$ cat config.mk
export PLATFORM = sky130hd
export DESIGN_NAME = rcpm_ctrl
export DESIGN_NICKNAME = d
export VERILOG_FILES = /design/src/verilog/rcpm_ctrl.v
export VERILOG_INCLUDE_DIRS = /design/src /design/src/shared
export SDC_FILE = /design/constraint.sdc
export NUM_CORES = 1
export LEC_CHECK = 0
export ABC_AREA = 1
export BUFFER_PORTS_ARGS = -buffer_cell sky130_fd_sc_hd__buf_2
export CAP_MARGIN = 20
export CELL_PAD_IN_SITES_DETAIL_PLACEMENT = 0
export CELL_PAD_IN_SITES_GLOBAL_PLACEMENT = 2
export CORE_MARGIN = 2
export CORE_UTILIZATION = 31
export DETAILED_ROUTE_END_ITERATION = 16
export GPL_ROUTABILITY_DRIVEN = 0
export PLACE_DENSITY_LB_ADDON = 0.15
export SLEW_MARGIN = 20
export SYNTH_ARGS = -nofsm -noshare
export SYNTH_HDL_FRONTEND = slang
export SYNTH_SLANG_ARGS = --single-unit
$ cat constraint.sdc
create_clock -name pclk -period 1.9 [get_ports pclk]
set_input_delay 0.095 -clock pclk [delete_from_list [all_inputs] [get_ports pclk]]
set_output_delay 0.095 -clock pclk [all_outputs]
set_load 0.05 [all_outputs]
$ cat src/shared/rcpm_defines.vh
// Register offsets, field positions, reset values and timing counts for the reset/clock/power block
`ifndef RCPM_DEFINES_VH
`define RCPM_DEFINES_VH
// Register byte offsets
`define RCPM_OFF_LOWBAT 12'h000
`define RCPM_OFF_PMODE 12'h004
`define RCPM_OFF_PMCLR 12'h008
`define RCPM_OFF_INIT 12'h00C
`define RCPM_OFF_STATUS 12'h010
// Low-battery control fields
`define RCPM_LB_FLAG_BIT 0
`define RCPM_LB_TRIM_HI 7
`define RCPM_LB_TRIM_LO 5
`define RCPM_LB_TRIM_RST 3'h0
// Power mode fields
`define RCPM_PM_HALT_BIT 0
`define RCPM_PM_IDLE_BIT 1
// Initialization register fields
`define RCPM_INIT_DROPOUT_BIT 0
`define RCPM_INIT_CMODE0_BIT 1
`define RCPM_INIT_CMODE1_BIT 2
`define RCPM_INIT_PROTECT_BIT 3
// Clock source codes, written {bit1,bit0}
`define RCPM_CK_INTERNAL 2'h0
`define RCPM_CK_SQUARE 2'h1
`define RCPM_CK_CRYSTAL 2'h2
`define RCPM_CK_RC 2'h3
// Clock dividers
`define RCPM_DIV_INTERNAL 3'h2
`define RCPM_DIV_CRYSTAL 3'h4
`define RCPM_DIV_SQUARE 3'h1
// Timing counts
`define RCPM_HALT_STARTUP_CYC 16'h0040
`define RCPM_RESET_SEQ_CYC 16'h0040
`define RCPM_TIMER0_PERIOD 16'h2000
`endif

$ cat src/verilog/rcpm_ctrl.v
// Reset, supply supervision, clock select and HALT/IDLE mode controller with APB slave
//
// Summary of operation
// - Brown-out holds reset, then sequence runs
// - Dropout enable set only in programming mode
// - Clear only in programming, unprotected
// - Flag reads 1 below threshold
// - Flag read-only, no action or interrupt
// - Three-bit trim picks eight levels, anytime
// - Power-on, brown-out or watchdog start reset
// - Reset clears ports, clock after start-up
// - Internal oscillator divided by two
// - Two-bit field selects clock source
// - Crystal/RC divide four, square undivided
// - Oscillator runs except HALT or external
// - Halt bit enters HALT, stops everything
// - HALT exits on wakeup after 64 cycles
// - Idle bit enters IDLE, timer keeps running
// - IDLE exits on timer or wakeup next cycle
`timescale 1ns/10ps
`default_nettype none
`include "rcpm_defines.vh"
module rcpm_ctrl #(
   parameter [15:0] RESET_SEQ_CYC = `RCPM_RESET_SEQ_CYC,
   parameter [15:0] HALT_STARTUP_CYC = `RCPM_HALT_STARTUP_CYC,
   parameter [15:0] TIMER0_PERIOD = `RCPM_TIMER0_PERIOD
) (
   input wire pclk,
   input wire presetn,
   input wire psel,
   input wire penable,
   input wire pwrite,
   input wire [11:0] paddr,
   input wire [31:0] pwdata,
   input wire [3:0] pstrb,
   output reg [31:0] prdata,
   output reg pready,
   output reg pslverr,
   input wire power_on_detect,
   input wire supply_below_dropout,
   input wire supply_below_lowbat,
   input wire watchdog_reset_req,
   input wire multi_input_wakeup,
   input wire programming_mode,
   output reg core_reset_n,
   output reg port_reset_n,
   output reg core_clk_en,
   output reg osc_enable,
   output reg dropout_detect_on,
   output reg lowbat_detect_on,
   output reg [2:0] lowbat_trim,
   output reg [1:0] clock_source_select,
   output reg [2:0] clock_divide,
   output reg halt_active,
   output reg idle_active
);
   // ==========================================================
   // State codes
   localparam [2:0] ST_RESET = 3'h0;
   localparam [2:0] ST_SEQ = 3'h1;
   localparam [2:0] ST_RUN = 3'h2;
   localparam [2:0] ST_HALT = 3'h3;
   localparam [2:0] ST_START = 3'h4;
   localparam [2:0] ST_IDLE = 3'h5;

   // ==========================================================
   // Synchronisers for asynchronous inputs
   reg [1:0] sync_bod_r;
   reg [1:0] sync_lb_r;
   reg [1:0] sync_por_r;
   reg [1:0] sync_wdt_r;
   reg [1:0] sync_miw_r;
   reg [1:0] sync_prog_r;
   always @(posedge pclk or negedge presetn) begin
      if (!presetn) begin
         sync_bod_r <= 2'h0;
         sync_lb_r <= 2'h0;
         sync_por_r <= 2'h3;
         sync_wdt_r <= 2'h0;
         sync_miw_r <= 2'h0;
         sync_prog_r <= 2'h0;
      end else begin
         sync_bod_r <= {sync_bod_r[0], supply_below_dropout};
         sync_lb_r <= {sync_lb_r[0], supply_below_lowbat};
         sync_por_r <= {sync_por_r[0], power_on_detect};
         sync_wdt_r <= {sync_wdt_r[0], watchdog_reset_req};
         sync_miw_r <= {sync_miw_r[0], multi_input_wakeup};
         sync_prog_r <= {sync_prog_r[0], programming_mode};
      end
   end
   wire bod_s = sync_bod_r[1];
   wire lb_s = sync_lb_r[1];
   wire por_s = sync_por_r[1];
   wire wdt_s = sync_wdt_r[1];
   wire miw_s = sync_miw_r[1];
   wire prog_s = sync_prog_r[1];

   // ==========================================================
   // Registers
   reg [2:0] state_r;
   reg [2:0] state_nxt;
   reg [15:0] count_r;
   reg [15:0] count_nxt;
   reg [15:0] timer0_r;
   reg [2:0] trim_r;
   reg dropout_en_r;
   reg protect_r;
   reg [1:0] clock_source_select_r;
   reg lowbat_flag_r;
   reg pmc_pending_r;

   // APB decode
   wire acc = psel & penable & pready;
   wire wr = acc & pwrite;
   wire hit_lb = (paddr == `RCPM_OFF_LOWBAT);
   wire hit_pm = (paddr == `RCPM_OFF_PMODE);
   wire hit_pc = (paddr == `RCPM_OFF_PMCLR);
   wire hit_in = (paddr == `RCPM_OFF_INIT);
   wire hit_st = (paddr == `RCPM_OFF_STATUS);
   wire mapped = hit_lb | hit_pm | hit_pc | hit_in | hit_st;
   wire pm_wr = wr & hit_pm & pstrb[0] & (state_r == ST_RUN);
   wire halt_req = pm_wr & pwdata[`RCPM_PM_HALT_BIT];
   wire idle_req = pm_wr & pwdata[`RCPM_PM_IDLE_BIT];
   wire dropout_live = dropout_en_r & bod_s & (state_r != ST_HALT) & (state_r != ST_IDLE);
   wire any_reset = por_s | dropout_live | wdt_s;
   wire timer0_ovf = (timer0_r == TIMER0_PERIOD - 16'h0001);

   // ==========================================================
   // Mode sequencer next state
   always @* begin
      state_nxt = state_r;
      count_nxt = count_r;
      case (state_r)
         ST_RESET: begin
            count_nxt = 16'h0000;
            if (!any_reset) begin
               state_nxt = ST_SEQ;
            end
         end
         ST_SEQ: begin
            count_nxt = count_r + 16'h0001;
            if (count_r == RESET_SEQ_CYC - 16'h0001) begin
               state_nxt = ST_RUN;
            end
         end
         ST_RUN: begin
            count_nxt = 16'h0000;
            if (halt_req) begin
               state_nxt = ST_HALT;
            end else if (idle_req) begin
               state_nxt = ST_IDLE;
            end
         end
         ST_HALT: begin
            count_nxt = 16'h0000;
            if (miw_s) begin
               state_nxt = ST_START;
            end
         end
         ST_START: begin
            count_nxt = count_r + 16'h0001;
            if (count_r == HALT_STARTUP_CYC - 16'h0001) begin
               state_nxt = ST_RUN;
            end
         end
         ST_IDLE: begin
            count_nxt = 16'h0000;
            if (miw_s | timer0_ovf) begin
               state_nxt = ST_RUN;
            end
         end
         default: begin
            state_nxt = ST_RESET;
            count_nxt = 16'h0000;
         end
      endcase
      if (any_reset) begin
         state_nxt = ST_RESET;
         count_nxt = 16'h0000;
      end
   end

   // Sequencer, timer 0 and outputs
   always @(posedge pclk or negedge presetn) begin
      if (!presetn) begin
         state_r <= ST_RESET;
         count_r <= 16'h0000;
         timer0_r <= 16'h0000;
         core_reset_n <= 1'b0;
         port_reset_n <= 1'b0;
         core_clk_en <= 1'b0;
         osc_enable <= 1'b1;
         dropout_detect_on <= 1'b0;
         lowbat_detect_on <= 1'b0;
         halt_active <= 1'b0;
         idle_active <= 1'b0;
         pmc_pending_r <= 1'b0;
      end else begin
         state_r <= state_nxt;
         count_r <= count_nxt;
         // Timer 0 stops only in HALT and reset
         if (state_nxt == ST_HALT || state_nxt == ST_RESET || timer0_ovf) begin
            timer0_r <= 16'h0000;
         end else begin
            timer0_r <= timer0_r + 16'h0001;
         end
         core_reset_n <= (state_nxt == ST_RUN) | (state_nxt == ST_HALT) | (state_nxt == ST_START)
                         | (state_nxt == ST_IDLE);
         port_reset_n <= (state_nxt != ST_RESET) & (state_nxt != ST_SEQ);
         core_clk_en <= (state_nxt == ST_RUN);
         osc_enable <= (state_nxt != ST_HALT) & (clock_source_select_r == `RCPM_CK_INTERNAL);
         dropout_detect_on <= dropout_en_r & (state_nxt != ST_HALT) & (state_nxt != ST_IDLE);
         lowbat_detect_on <= (state_nxt != ST_HALT) & (state_nxt != ST_IDLE);
         halt_active <= (state_nxt == ST_HALT);
         idle_active <= (state_nxt == ST_IDLE);
         // Pending until software writes clear register after exit
         if ((state_r == ST_START || state_r == ST_IDLE) && state_nxt == ST_RUN) begin
            pmc_pending_r <= 1'b1;
         end else if (wr & hit_pc) begin
            pmc_pending_r <= 1'b0;
         end
      end
   end

   // ==========================================================
   // Configuration registers
   always @(posedge pclk or negedge presetn) begin
      if (!presetn) begin
         trim_r <= `RCPM_LB_TRIM_RST;
         dropout_en_r <= 1'b0;
         protect_r <= 1'b0;
         clock_source_select_r <= `RCPM_CK_INTERNAL;
         lowbat_flag_r <= 1'b0;
      end else begin
         if (wr & hit_lb & pstrb[0]) begin
            trim_r <= pwdata[`RCPM_LB_TRIM_HI:`RCPM_LB_TRIM_LO];
         end
         if (wr & hit_in & pstrb[0] & prog_s) begin
            if (pwdata[`RCPM_INIT_DROPOUT_BIT]) begin
               dropout_en_r <= 1'b1;
            end else if (!protect_r) begin
               dropout_en_r <= 1'b0;
            end
            clock_source_select_r <= {pwdata[`RCPM_INIT_CMODE1_BIT], pwdata[`RCPM_INIT_CMODE0_BIT]};
            protect_r <= protect_r | pwdata[`RCPM_INIT_PROTECT_BIT];
         end
         // Flag follows comparator only while detection is powered
         if (lowbat_detect_on) begin
            lowbat_flag_r <= lb_s;
         end
      end
   end

   // Clock source and divider outputs
   always @(posedge pclk or negedge presetn) begin
      if (!presetn) begin
         lowbat_trim <= `RCPM_LB_TRIM_RST;
         clock_source_select <= `RCPM_CK_INTERNAL;
         clock_divide <= `RCPM_DIV_INTERNAL;
      end else begin
         lowbat_trim <= trim_r;
         clock_source_select <= clock_source_select_r;
         case (clock_source_select_r)
            `RCPM_CK_INTERNAL: clock_divide <= `RCPM_DIV_INTERNAL;
            `RCPM_CK_SQUARE: clock_divide <= `RCPM_DIV_SQUARE;
            default: clock_divide <= `RCPM_DIV_CRYSTAL;
         endcase
      end
   end

   // ==========================================================
   // APB slave: one wait state, error on unmapped address
   reg [31:0] rd_nxt;
   always @* begin
      rd_nxt = 32'h0000_0000;
      if (hit_lb) begin
         rd_nxt[`RCPM_LB_TRIM_HI:`RCPM_LB_TRIM_LO] = trim_r;
         rd_nxt[`RCPM_LB_FLAG_BIT] = lowbat_flag_r;
      end else if (hit_in) begin
         rd_nxt[`RCPM_INIT_DROPOUT_BIT] = dropout_en_r;
         rd_nxt[`RCPM_INIT_CMODE0_BIT] = clock_source_select_r[0];
         rd_nxt[`RCPM_INIT_CMODE1_BIT] = clock_source_select_r[1];
         rd_nxt[`RCPM_INIT_PROTECT_BIT] = protect_r;
      end else if (hit_st) begin
         rd_nxt[2:0] = state_r;
         rd_nxt[3] = pmc_pending_r;
      end
   end
   always @(posedge pclk or negedge presetn) begin
      if (!presetn) begin
         pready <= 1'b0;
         prdata <= 32'h0000_0000;
         pslverr <= 1'b0;
      end else begin
         pready <= psel & penable & ~pready;
         if (psel & penable & ~pready) begin
            prdata <= pwrite ? 32'h0000_0000 : rd_nxt;
            pslverr <= ~mapped;
         end else begin
            prdata <= 32'h0000_0000;
            pslverr <= 1'b0;
         end
      end
   end
endmodule // rcpm_ctrl
`default_nettype wire

Yosys cells after proc, flatten, opt, wreduce, memory -nomap -nowiden
Index checks and enable logic that the tools add are counted.

storage, ports and cells
  register bits after elaboration = 106
  word-level logic and storage cells = 124
  output and inout port bits = 50
  input port bits = 59

operators by class
  add/sub/neg operators = 2
  reductions and logical operators = 12
  bitwise gates (word level) = 36
  multiplexer cells = 23
  equality and inequality tests = 22

operators with widths
  kind                                                                     count
  16-bit 2-to-1 mux                                                        3
  16-bit by 1-bit adder with 16-bit output, second input constant          2
  32-bit 2-to-1 mux                                                        1
  12-bit by 4-bit equality test with 1-bit output, second input constant   2
  3-bit 2-to-1 mux                                                         8
  1-bit bitwise AND                                                        23
  16-bit by 13-bit equality test with 1-bit output, second input constant  1
  16-bit by 6-bit equality test with 1-bit output, second input constant   1
  3-bit one-hot mux with 5 select lines                                    1
  12-bit by 3-bit equality test with 1-bit output, second input constant   1
  12-bit by 5-bit equality test with 1-bit output, second input constant   1
  3-bit by 2-bit equality test with 1-bit output, second input constant    4
  3-bit equality test, second input constant                               4
  12-bit logical NOT                                                       1
  1-bit bitwise OR                                                         11
  4-bit 2-to-1 mux                                                         2
  8-bit 2-to-1 mux                                                         1
  3-bit logical NOT                                                        2
  1-bit 2-to-1 mux                                                         6
  3-bit by 2-bit != test with 1-bit output, second input constant          2
  3-bit != test, second input constant                                     2
  3-bit one-hot mux with 2 select lines                                    1
  3-bit by 1-bit equality test with 1-bit output, second input constant    1
  1-bit logical OR                                                         3
  10 further kinds                                                         11

Longest topological paths before layout
Gate-level depths: netlist of run 1.

  depth in word-level cells = 15
  depth in mapped cells = 14
  mapped depth without buffers = 13

Least setup slack after synthesis of run 1
No wires, ideal clock.

  kind = flip-flop to flip-flop
  start point = reg pready
  end point = reg timer0_r[6]
  arrival = 1.708 ns
  period minus slack after synthesis = 1.833 ns
  path buffers = 1
  setup time = 0.124 ns
  cell stages (with the launch flop) = 11
  setup slack = 0.067 ns
  data required time = 1.776 ns
  cell sequence = dfrtp_1 -> nand4_1 -> nor2_2 -> nand3_1 -> nand2_1 -> nor2_2 -> nor2_4 -> nand2_4 -> nand3_4 -> buf_12 -> nor2_4

between the ends
  longest elaborated chain between the ends = 14
  elaborated cells on any way between the ends = 16
  classes of those cells = eq/ne: 1; mux: 5; bitwise: 7; reduce/logical: 3

RTL lines
  element                                                                              RTL line         source
  from (decl)                                                                          rcpm_ctrl.v:37   output reg pready,
  from (signal assigned)                                                               rcpm_ctrl.v:295  pready <= psel & penable & ~pready;
  1-bit bitwise AND *                                                                  rcpm_ctrl.v:113  wire acc = psel & penable & pready;
  1-bit bitwise AND *                                                                  rcpm_ctrl.v:114  wire wr = acc & pwrite;
  1-bit bitwise AND * (3 in series)                                                    rcpm_ctrl.v:121  wire pm_wr = wr & hit_pm & pstrb[0] & (state_r == ST_RUN);
  1-bit bitwise AND                                                                    rcpm_ctrl.v:123  wire idle_req = pm_wr & pwdata[`RCPM_PM_IDLE_BIT];
  3-bit 2-to-1 mux                                                                     rcpm_ctrl.v:150  end else if (idle_req) begin
  3-bit 2-to-1 mux *                                                                   rcpm_ctrl.v:148  if (halt_req) begin
  3-bit one-hot mux with 5 select lines *                                              rcpm_ctrl.v:133  case (state_r)
  3-bit 2-to-1 mux *                                                                   rcpm_ctrl.v:177  if (any_reset) begin
  via state_nxt[0]                                                                     rcpm_ctrl.v:101  reg [2:0] state_nxt;
  3-bit by 2-bit equality test with 1-bit output or 3-bit logical NOT (tied branches)  rcpm_ctrl.v:202  if (state_nxt == ST_HALT || state_nxt == ST_RESET || timer0_ovf) begin
  1-bit logical OR * (2 in series)                                                     rcpm_ctrl.v:202
  16-bit 2-to-1 mux *                                                                  rcpm_ctrl.v:202
  to (signal assigned)                                                                 rcpm_ctrl.v:205  timer0_r <= timer0_r + 16'h0001;
  to (decl)                                                                            rcpm_ctrl.v:104  reg [15:0] timer0_r;

Mark *: on every way through the listed nets, which the timed path passes. The rest lies on a longest branch.
A chain may end at the register's enable or synchronous reset.

Worst setup path after layout of run 1
  start point = reg timer0_r[0]
  end point = reg timer0_r[10]

between the ends
  longest elaborated chain between the ends = 9
  elaborated cells on any way between the ends = 11
  classes of those cells = add/sub: 1; eq/ne: 2; mux: 4; bitwise: 1; reduce/logical: 3

RTL lines
  element                                                                              RTL line         source
  16-bit by 13-bit equality test with 1-bit output *                                   rcpm_ctrl.v:126  wire timer0_ovf = (timer0_r == TIMER0_PERIOD - 16'h0001);
  1-bit bitwise OR *                                                                   rcpm_ctrl.v:168  if (miw_s | timer0_ovf) begin
  3-bit 2-to-1 mux *                                                                   rcpm_ctrl.v:168
  3-bit one-hot mux with 5 select lines *                                              rcpm_ctrl.v:133
  3-bit 2-to-1 mux *                                                                   rcpm_ctrl.v:177
  via state_nxt[0]                                                                     rcpm_ctrl.v:101
  3-bit by 2-bit equality test with 1-bit output or 3-bit logical NOT (tied branches)  rcpm_ctrl.v:202
  1-bit logical OR * (2 in series)                                                     rcpm_ctrl.v:202
  16-bit 2-to-1 mux *                                                                  rcpm_ctrl.v:202

Marked as above.

==> results_dict.tcl, run 1 <==
set metrics [dict create \
    synthesis.instances 414 \
    final_max_slew_viol_count 0 \
    clk-insertion-delay-late_ns 0.34 \
    outcome "finished clean" \
    rsz0062_at_grt "yes" \
    antenna_found_initial 0 \
    start_util_pct 31.41 \
    firstDrtPassIters 4 \
    cts.sinks 81 \
    slowest_stage "dfrtp_1" \
    io-pin-count 109 \
    drt_iter0_drc 97 \
    yosysWarningCount 0 \
    startpoint_type "flop" \
    synth_edf_count 0 \
    netlist_area_um2 3915 \
    drc 0 \
    cp.required_ns 2.17 \
    crit_arrival_ns 2.11 \
    die_w_um 116.4 \
    syn_avg_cell_area_um2 9.457 \
    cp_num_buf_inv 1 \
    coreArea_um2 12470 \
    grt_max_degree 47 \
    cts_max_level 3 \
    dpl_cell_area_um2 4417 \
    syn_to_final_growth_pct 28.70 \
    synth_top_cell_by_area "dfrtp_1" \
    grt-ovfl-total 0 \
    clock_skew_ns 0.006173 \
    ys.flop_type "dfrtp_1" \
    routedWlPerCell_um 11.69 \
    power.leakage_nw 2.498 \
    fin_setup_tns_ns 0 \
    hold_viol 0 \
    vdd_drop_max_mv 0.3312 \
    drive_gt1_share_pct 33.40 \
    max_stage_delay_ns 0.35 \
    ant_nets 0 \
    clockBufferDepth 2 \
    via_count 2822 \
    worstSetupPathType "reg2reg" \
    crit_chain "ha_1, nand3_4, nor2_8, nand2_4, nand3_2, nand3_2, nor2_4, nor2_4, nand2_4, nand3_4, clkbuf_16, nor2_4" \
    crit_family "simple AND/OR/NAND/NOR gates" \
    ys_seq_elements 81 \
    gr-usage-all-layers_pct 12.75 \
    critPathMaxFanout 8 \
    hpwl_um 5830 \
    yosysUniqueCellTypes 39 \
    final_nets 571 \
    num_rows 41 \
    min_period_ns 1.837 \
    synth_area_leaders "dfrtp_1 (49%), nand2_1 (5.6%), inv_1 (5.5%)" \
    hp-class "in2reg" \
    wl_um 8033 \
    grt_first_pass_wirelength_um 13090 \
    cts-buffers-inserted 9 \
    io_buffers 55 \
    timing.final.crit_share_pct 96.70 \
    clkSlewWorstSetupHoldPaths_ns 0.06 \
    cts_root_buffer "clkbuf_16" \
    setup_violations 0 \
    cts_tree "built" \
    synth_top_cell_area_share_pct 49.22 \
    yosysSeqAreaShare_pct 51.90 \
    synth_common_cells "dfrtp_1 (77), nand2_1 (58), inv_1 (57)" \
    fp.dieH_um 116.4 \
    stdcell_area_um2 5039 \
    cp_common_cell "nor2_4" \
    vias_per_cell 4.108 \
    critPathCaptureType "flop" \
    pwr_density_cell_nw_per_um2 770.9 \
    die-area_um2 13540 \
    yosysMostFrequentCell "dfrtp_1" \
    fmax_mhz 544.3 \
    n_antenna_cell 0 \
    drv_cap 0 \
    grt_pass1_vias 2718 \
    async_flop_share_pct 100.0 \
]
-- power by group --
part           leakage (nW)  internal (W)  total, W  switching, W
registers              1.08       0.00175   0.00176    0.00000979
clock network         0.148       0.00110   0.00182      0.000720
logic                  1.27     0.0000852  0.000312      0.000226
-- placed cells by master (no fill, tap or decap), types with 6 or more instances in the layout --
master	instances
xor2_1	6
clkbuf_16	10
nor2_4	21
o21ai_0	13
xnor2_1	7
nand3_1	16
nor2_1	39
buf_2	54
dlygate4sd3_1	13
buf_4	18
nor2_2	10
nand2_2	7
dfrtp_1	76
a21oi_1	8
inv_1	56
nand2_1	57
conb_1	25
inv_2	10
nand4_1	6
-- per-stage QoR --
stage          power, W  setup WS, ns  hold WS (ns)  util, %  cells
6_report       0.003884       0.06277       0.02091    40.42    687
5_1_grt        0.004054      -0.08984       0.01836    40.42    687
4_1_cts        0.003926       0.01255       0.01497    39.00    681
3_5_place_dp   0.002066       0.03744       0.02595    35.43    652
3_3_place_gp   0.002065       0.05990       0.01627    35.43    652
2_1_floorplan  0.002005       0.06739       -0.2006        -    438
-- per-layer routing --
layer / wire length, um / global-route usage [%] / up-vias
li1: - / - / 1443
met1: 3978 / 17.45 / 1323
met2: 3653 / 19.03 / 47
met3: 230 / 2.491 / 9
met4: 170 / 6.905 / 0
met5: 0 / 0 / -
-- final cells by class --
class | count | area (um^2)
fillers | 1251 | 7427
flip-flops and latches | 81 | 2033
multi-input cells | 264 | 1627
repair buffers | 88 | 600.6
clock buffers | 11 | 252.7
inverters | 66 | 247.7
well taps | 172 | 215.2
clock inverters | 5 | 62.56
-- tightest hold or removal path, cell delays in order --
cell     delay (ns)
buf_2          0.10
inv_1          0.04
o21ai_0        0.07
-- registers in the layout, summed over array words and instances (netlist names), 2 cells and up --
name and flops:
sync_por_r 2, count_r 16, timer0_r 16, clock_source_select_r 2, sync_bod_r 2, prdata 7, sync_lb_r 2, sync_wdt_r 2
state_r 3, trim_r 3, sync_miw_r 2, lowbat_trim 3, clock_source_select 2, clock_divide 3, sync_prog_r 2
-- final timing paths --
path / from / end / slack (ns) / cells past startpoint
setup / recovery: timer0_r[0] / timer0_r[10] / 0.06 / 12
hold / removal: pwdata[2] / clock_source_select_r[1] / 0.02 / 3
setup reg to reg: timer0_r[0] / timer0_r[10] / 0.06 / 12
hold reg to reg: sync_miw_r[0] / sync_miw_r[1] / 0.35 / 0
max in group asynchronous: presetn / sync_por_r[0] / 1.10 / 3
min in group asynchronous: presetn / count_r[8] / 0.20 / 2
-- cells by family (layout without fill, tap and decap cells) --
| kind of cell | Yosys count | in the layout | share of synthesized area (%) |
|---|---|---|---|
| and+or+nand+nor | 186 | 186 | 26.59 |
| buffers and inverters | 93 | 170 | 11.73 |
| DFF | 81 | 81 | 51.90 |
| AOI/OAI and AO/OA | 34 | 34 | 4.986 |
| xor gates and xnor gates | 13 | 13 | 2.908 |
| muxes | 4 | 4 | 1.150 |
| adders and majority gates | 2 | 2 | 0.6391 |
| other | 1 | 25 | 0.09579 |
-- what timing repair did --
item                                    in CTS  in global routing
hold endpoints to repair                    30                  0
buffers inserted                             0                  5
endpoints found under the setup margin       0                 29
hold buffers                                13                  0
gates resized for setup                      0                 30
Note: power is estimated with default switching activity, not from simulation.
==> run 2: changes to the inputs <==
--- a/config.mk
+++ b/config.mk
@@ -15,6 +15,7 @@
 export CORE_UTILIZATION = 31
 export DETAILED_ROUTE_END_ITERATION = 16
 export GPL_ROUTABILITY_DRIVEN = 0
+export GPL_TIMING_DRIVEN = 0
 export PLACE_DENSITY_LB_ADDON = 0.15
 export SLEW_MARGIN = 20
 export SYNTH_ARGS = -nofsm -noshare
==> run 2 against run 1 <==
Effect of this change: hold slack got worse by 0.010 ns; critical endpoint is now timer0_r[6]; die area unchanged; combinational power increased by 14%; register-to-register slack gained 0.03 ns; critical path depth rose by 1.
==> results_dict.tcl, run 2 (same netlist as run 1, synthesis figures left out) <==
set metrics [dict create \
    critPathMaxFanout 5 \
    seq_area_um2 2034 \
    crit_arrival_ns 2.03 \
    timing.final.crit_share_pct 95.27 \
    rsz0062_at_grt "yes" \
    coreArea_um2 12470 \
    reg2reg_slack_ns 0.09 \
    n_fill_cell 1264 \
    min_path_cells 3 \
    finalCoreUtilization_pct 42.53 \
    vias_per_cell 4.043 \
    cp_common_cell "nor2_4" \
    ant_nets 0 \
    cts_tree "built" \
    outcome "finished clean" \
    multiInputGateArea_um2 1693 \
    hpwl_um 5743 \
    cts-buffers-inserted 9 \
    die-area_um2 13540 \
    r2r_end "timer0_r[6]" \
    critPathCaptureType "flop" \
    die_w_um 116.4 \
    startpoint_type "flop" \
    fp.dieH_um 116.4 \
    clock_skew_ns 0.007105 \
    firstDrtPassIters 4 \
    drive_gt1_share_pct 37.89 \
    drc 0 \
    final_nets 597 \
    clkSlewWorstSetupHoldPaths_ns 0.06 \
    clk-insertion-delay-late_ns 0.34 \
    crit_path_start "state_r[2]" \
    drt_iter0_drc 96 \
    hold_viol 0 \
    pwr_density_cell_nw_per_um2 728.1 \
    syn_to_final_growth_pct 35.41 \
    worstSetupPathType "reg2reg" \
    grt_max_degree 50 \
    grt-ovfl-total 0 \
    hold_end "clock_source_select_r[1]" \
    power.leakage_nw 2.670 \
    io-pin-count 109 \
    clockBufferDepth 2 \
    cp.required_ns 2.12 \
    layout_commonest_cell "dfrtp_1" \
    cts_root_buffer "clkbuf_16" \
    antenna_found_initial 0 \
    cts_max_level 3 \
    slowest_stage "dfrtp_1" \
    cp_num_buf_inv 2 \
    fin_setup_tns_ns 0 \
    wl_um 8146 \
    grt_pass1_vias 2891 \
    vdd_drop_max_mv 0.4223 \
    via_count 2883 \
    cts.sinks 81 \
    num_rows 41 \
    setup_violations 0 \
    final_cell_mix "dfrtp_1 (75), inv_1 (57), buf_2 (54)" \
    min_from "pwdata[2]" \
    worstReg2RegStart "state_r[2]" \
    crit_chain "inv_2, nand2_2, nor2_4, nand2_2, nor2_4, nand3_2, nand2_2, nor2_4, nor2_4, nand2_4, nand3_4, buf_12, nor2_4" \
    gr-usage-all-layers_pct 13.17 \
    r2r_cells 13 \
    grt_first_pass_wirelength_um 13630 \
    start_util_pct 31.41 \
    fmax_mhz 552.4 \
    io_buffers 55 \
    hp-class "in2reg" \
    crit_family "simple AND/OR/NAND/NOR gates" \
    min_period_ns 1.810 \
    n_antenna_cell 0 \
    routedWlPerCell_um 11.42 \
    max_stage_delay_ns 0.40 \
    drv_cap 0 \
    final_max_slew_viol_count 0 \
    top_regs "count_r x16, timer0_r x16, prdata x7" \
]
run 2: tightest hold or removal path, delay by kind of cell:
family | cells | cell delay, ns
compound gates | 1 | 0.07
buf+inv | 2 | 0.14
run 2: timing repair:
| action | in CTS | in global routing |
|---|---|---|
| setup buffers | 10 | 8 |
| hold buffers | 13 | 0 |
| endpoints found under the hold margin | 41 | 0 |
| gates resized for setup | 11 | 38 |
| setup endpoints to repair | 10 | 31 |
| cloned | 1 | 0 |
| pin swaps | 6 | 18 |
run 2: final cells by class:
class	count	area share, %
Clock buffer	10	4.319
Buffer	27	3.989
Timing Repair Buffer	87	11.35
Inverter	66	4.673
Tap cell	172	4.059
Multi-Input combinational cell	264	31.93
Clock inverter	6	1.298
Sequential cell	81	38.38
run 2: through the flow:
stage / setup WS, ns / hold WS (ns) / area, um^2 / total power (W) / std cells
2_1_floorplan: 0.06739 / -0.2006 / 4005 / 0.002005 / 438
3_3_place_gp: -0.07248 / 0.2029 / 4496 / 0.002092 / 665
3_5_place_dp: -0.07501 / 0.09872 / 4526 / 0.002100 / 666
4_1_cts: 0.002560 / 0.003423 / 5109 / 0.003932 / 706
5_1_grt: -0.06258 / 0.01674 / 5301 / 0.004046 / 713
6_report: 0.08984 / 0.01091 / 5301 / 0.003860 / 713
run 2: worst max path at each step:
stage | endpoint | slack (ns) | cells after the start
3_5_place_dp | timer0_r[8] | -0.08 | 12
2_1_floorplan | timer0_r[6] | 0.07 | 10
3_3_place_gp | timer0_r[5] | -0.07 | 12
6_report | timer0_r[6] | 0.09 | 13
5_1_grt | timer0_r[5] | -0.06 | 14
4_1_cts | timer0_r[1] | 0.003 | 12
run 2: per-layer routing:
layer  up-vias  share of wire, %  track usage [%]
met5         -                 0                0
met4         0               1.4            3.651
met3         8               4.6            4.878
met2        53                48            21.09
met1      1330                46            16.84
li1       1492                 -                -
run 2: where the power goes:
group / total, W / internal (W) / switching [W]
logic: 0.000357 / 0.000124 / 0.000234
clock network: 0.00174 / 0.00103 / 0.000719
registers: 0.00176 / 0.00175 / 0.0000117
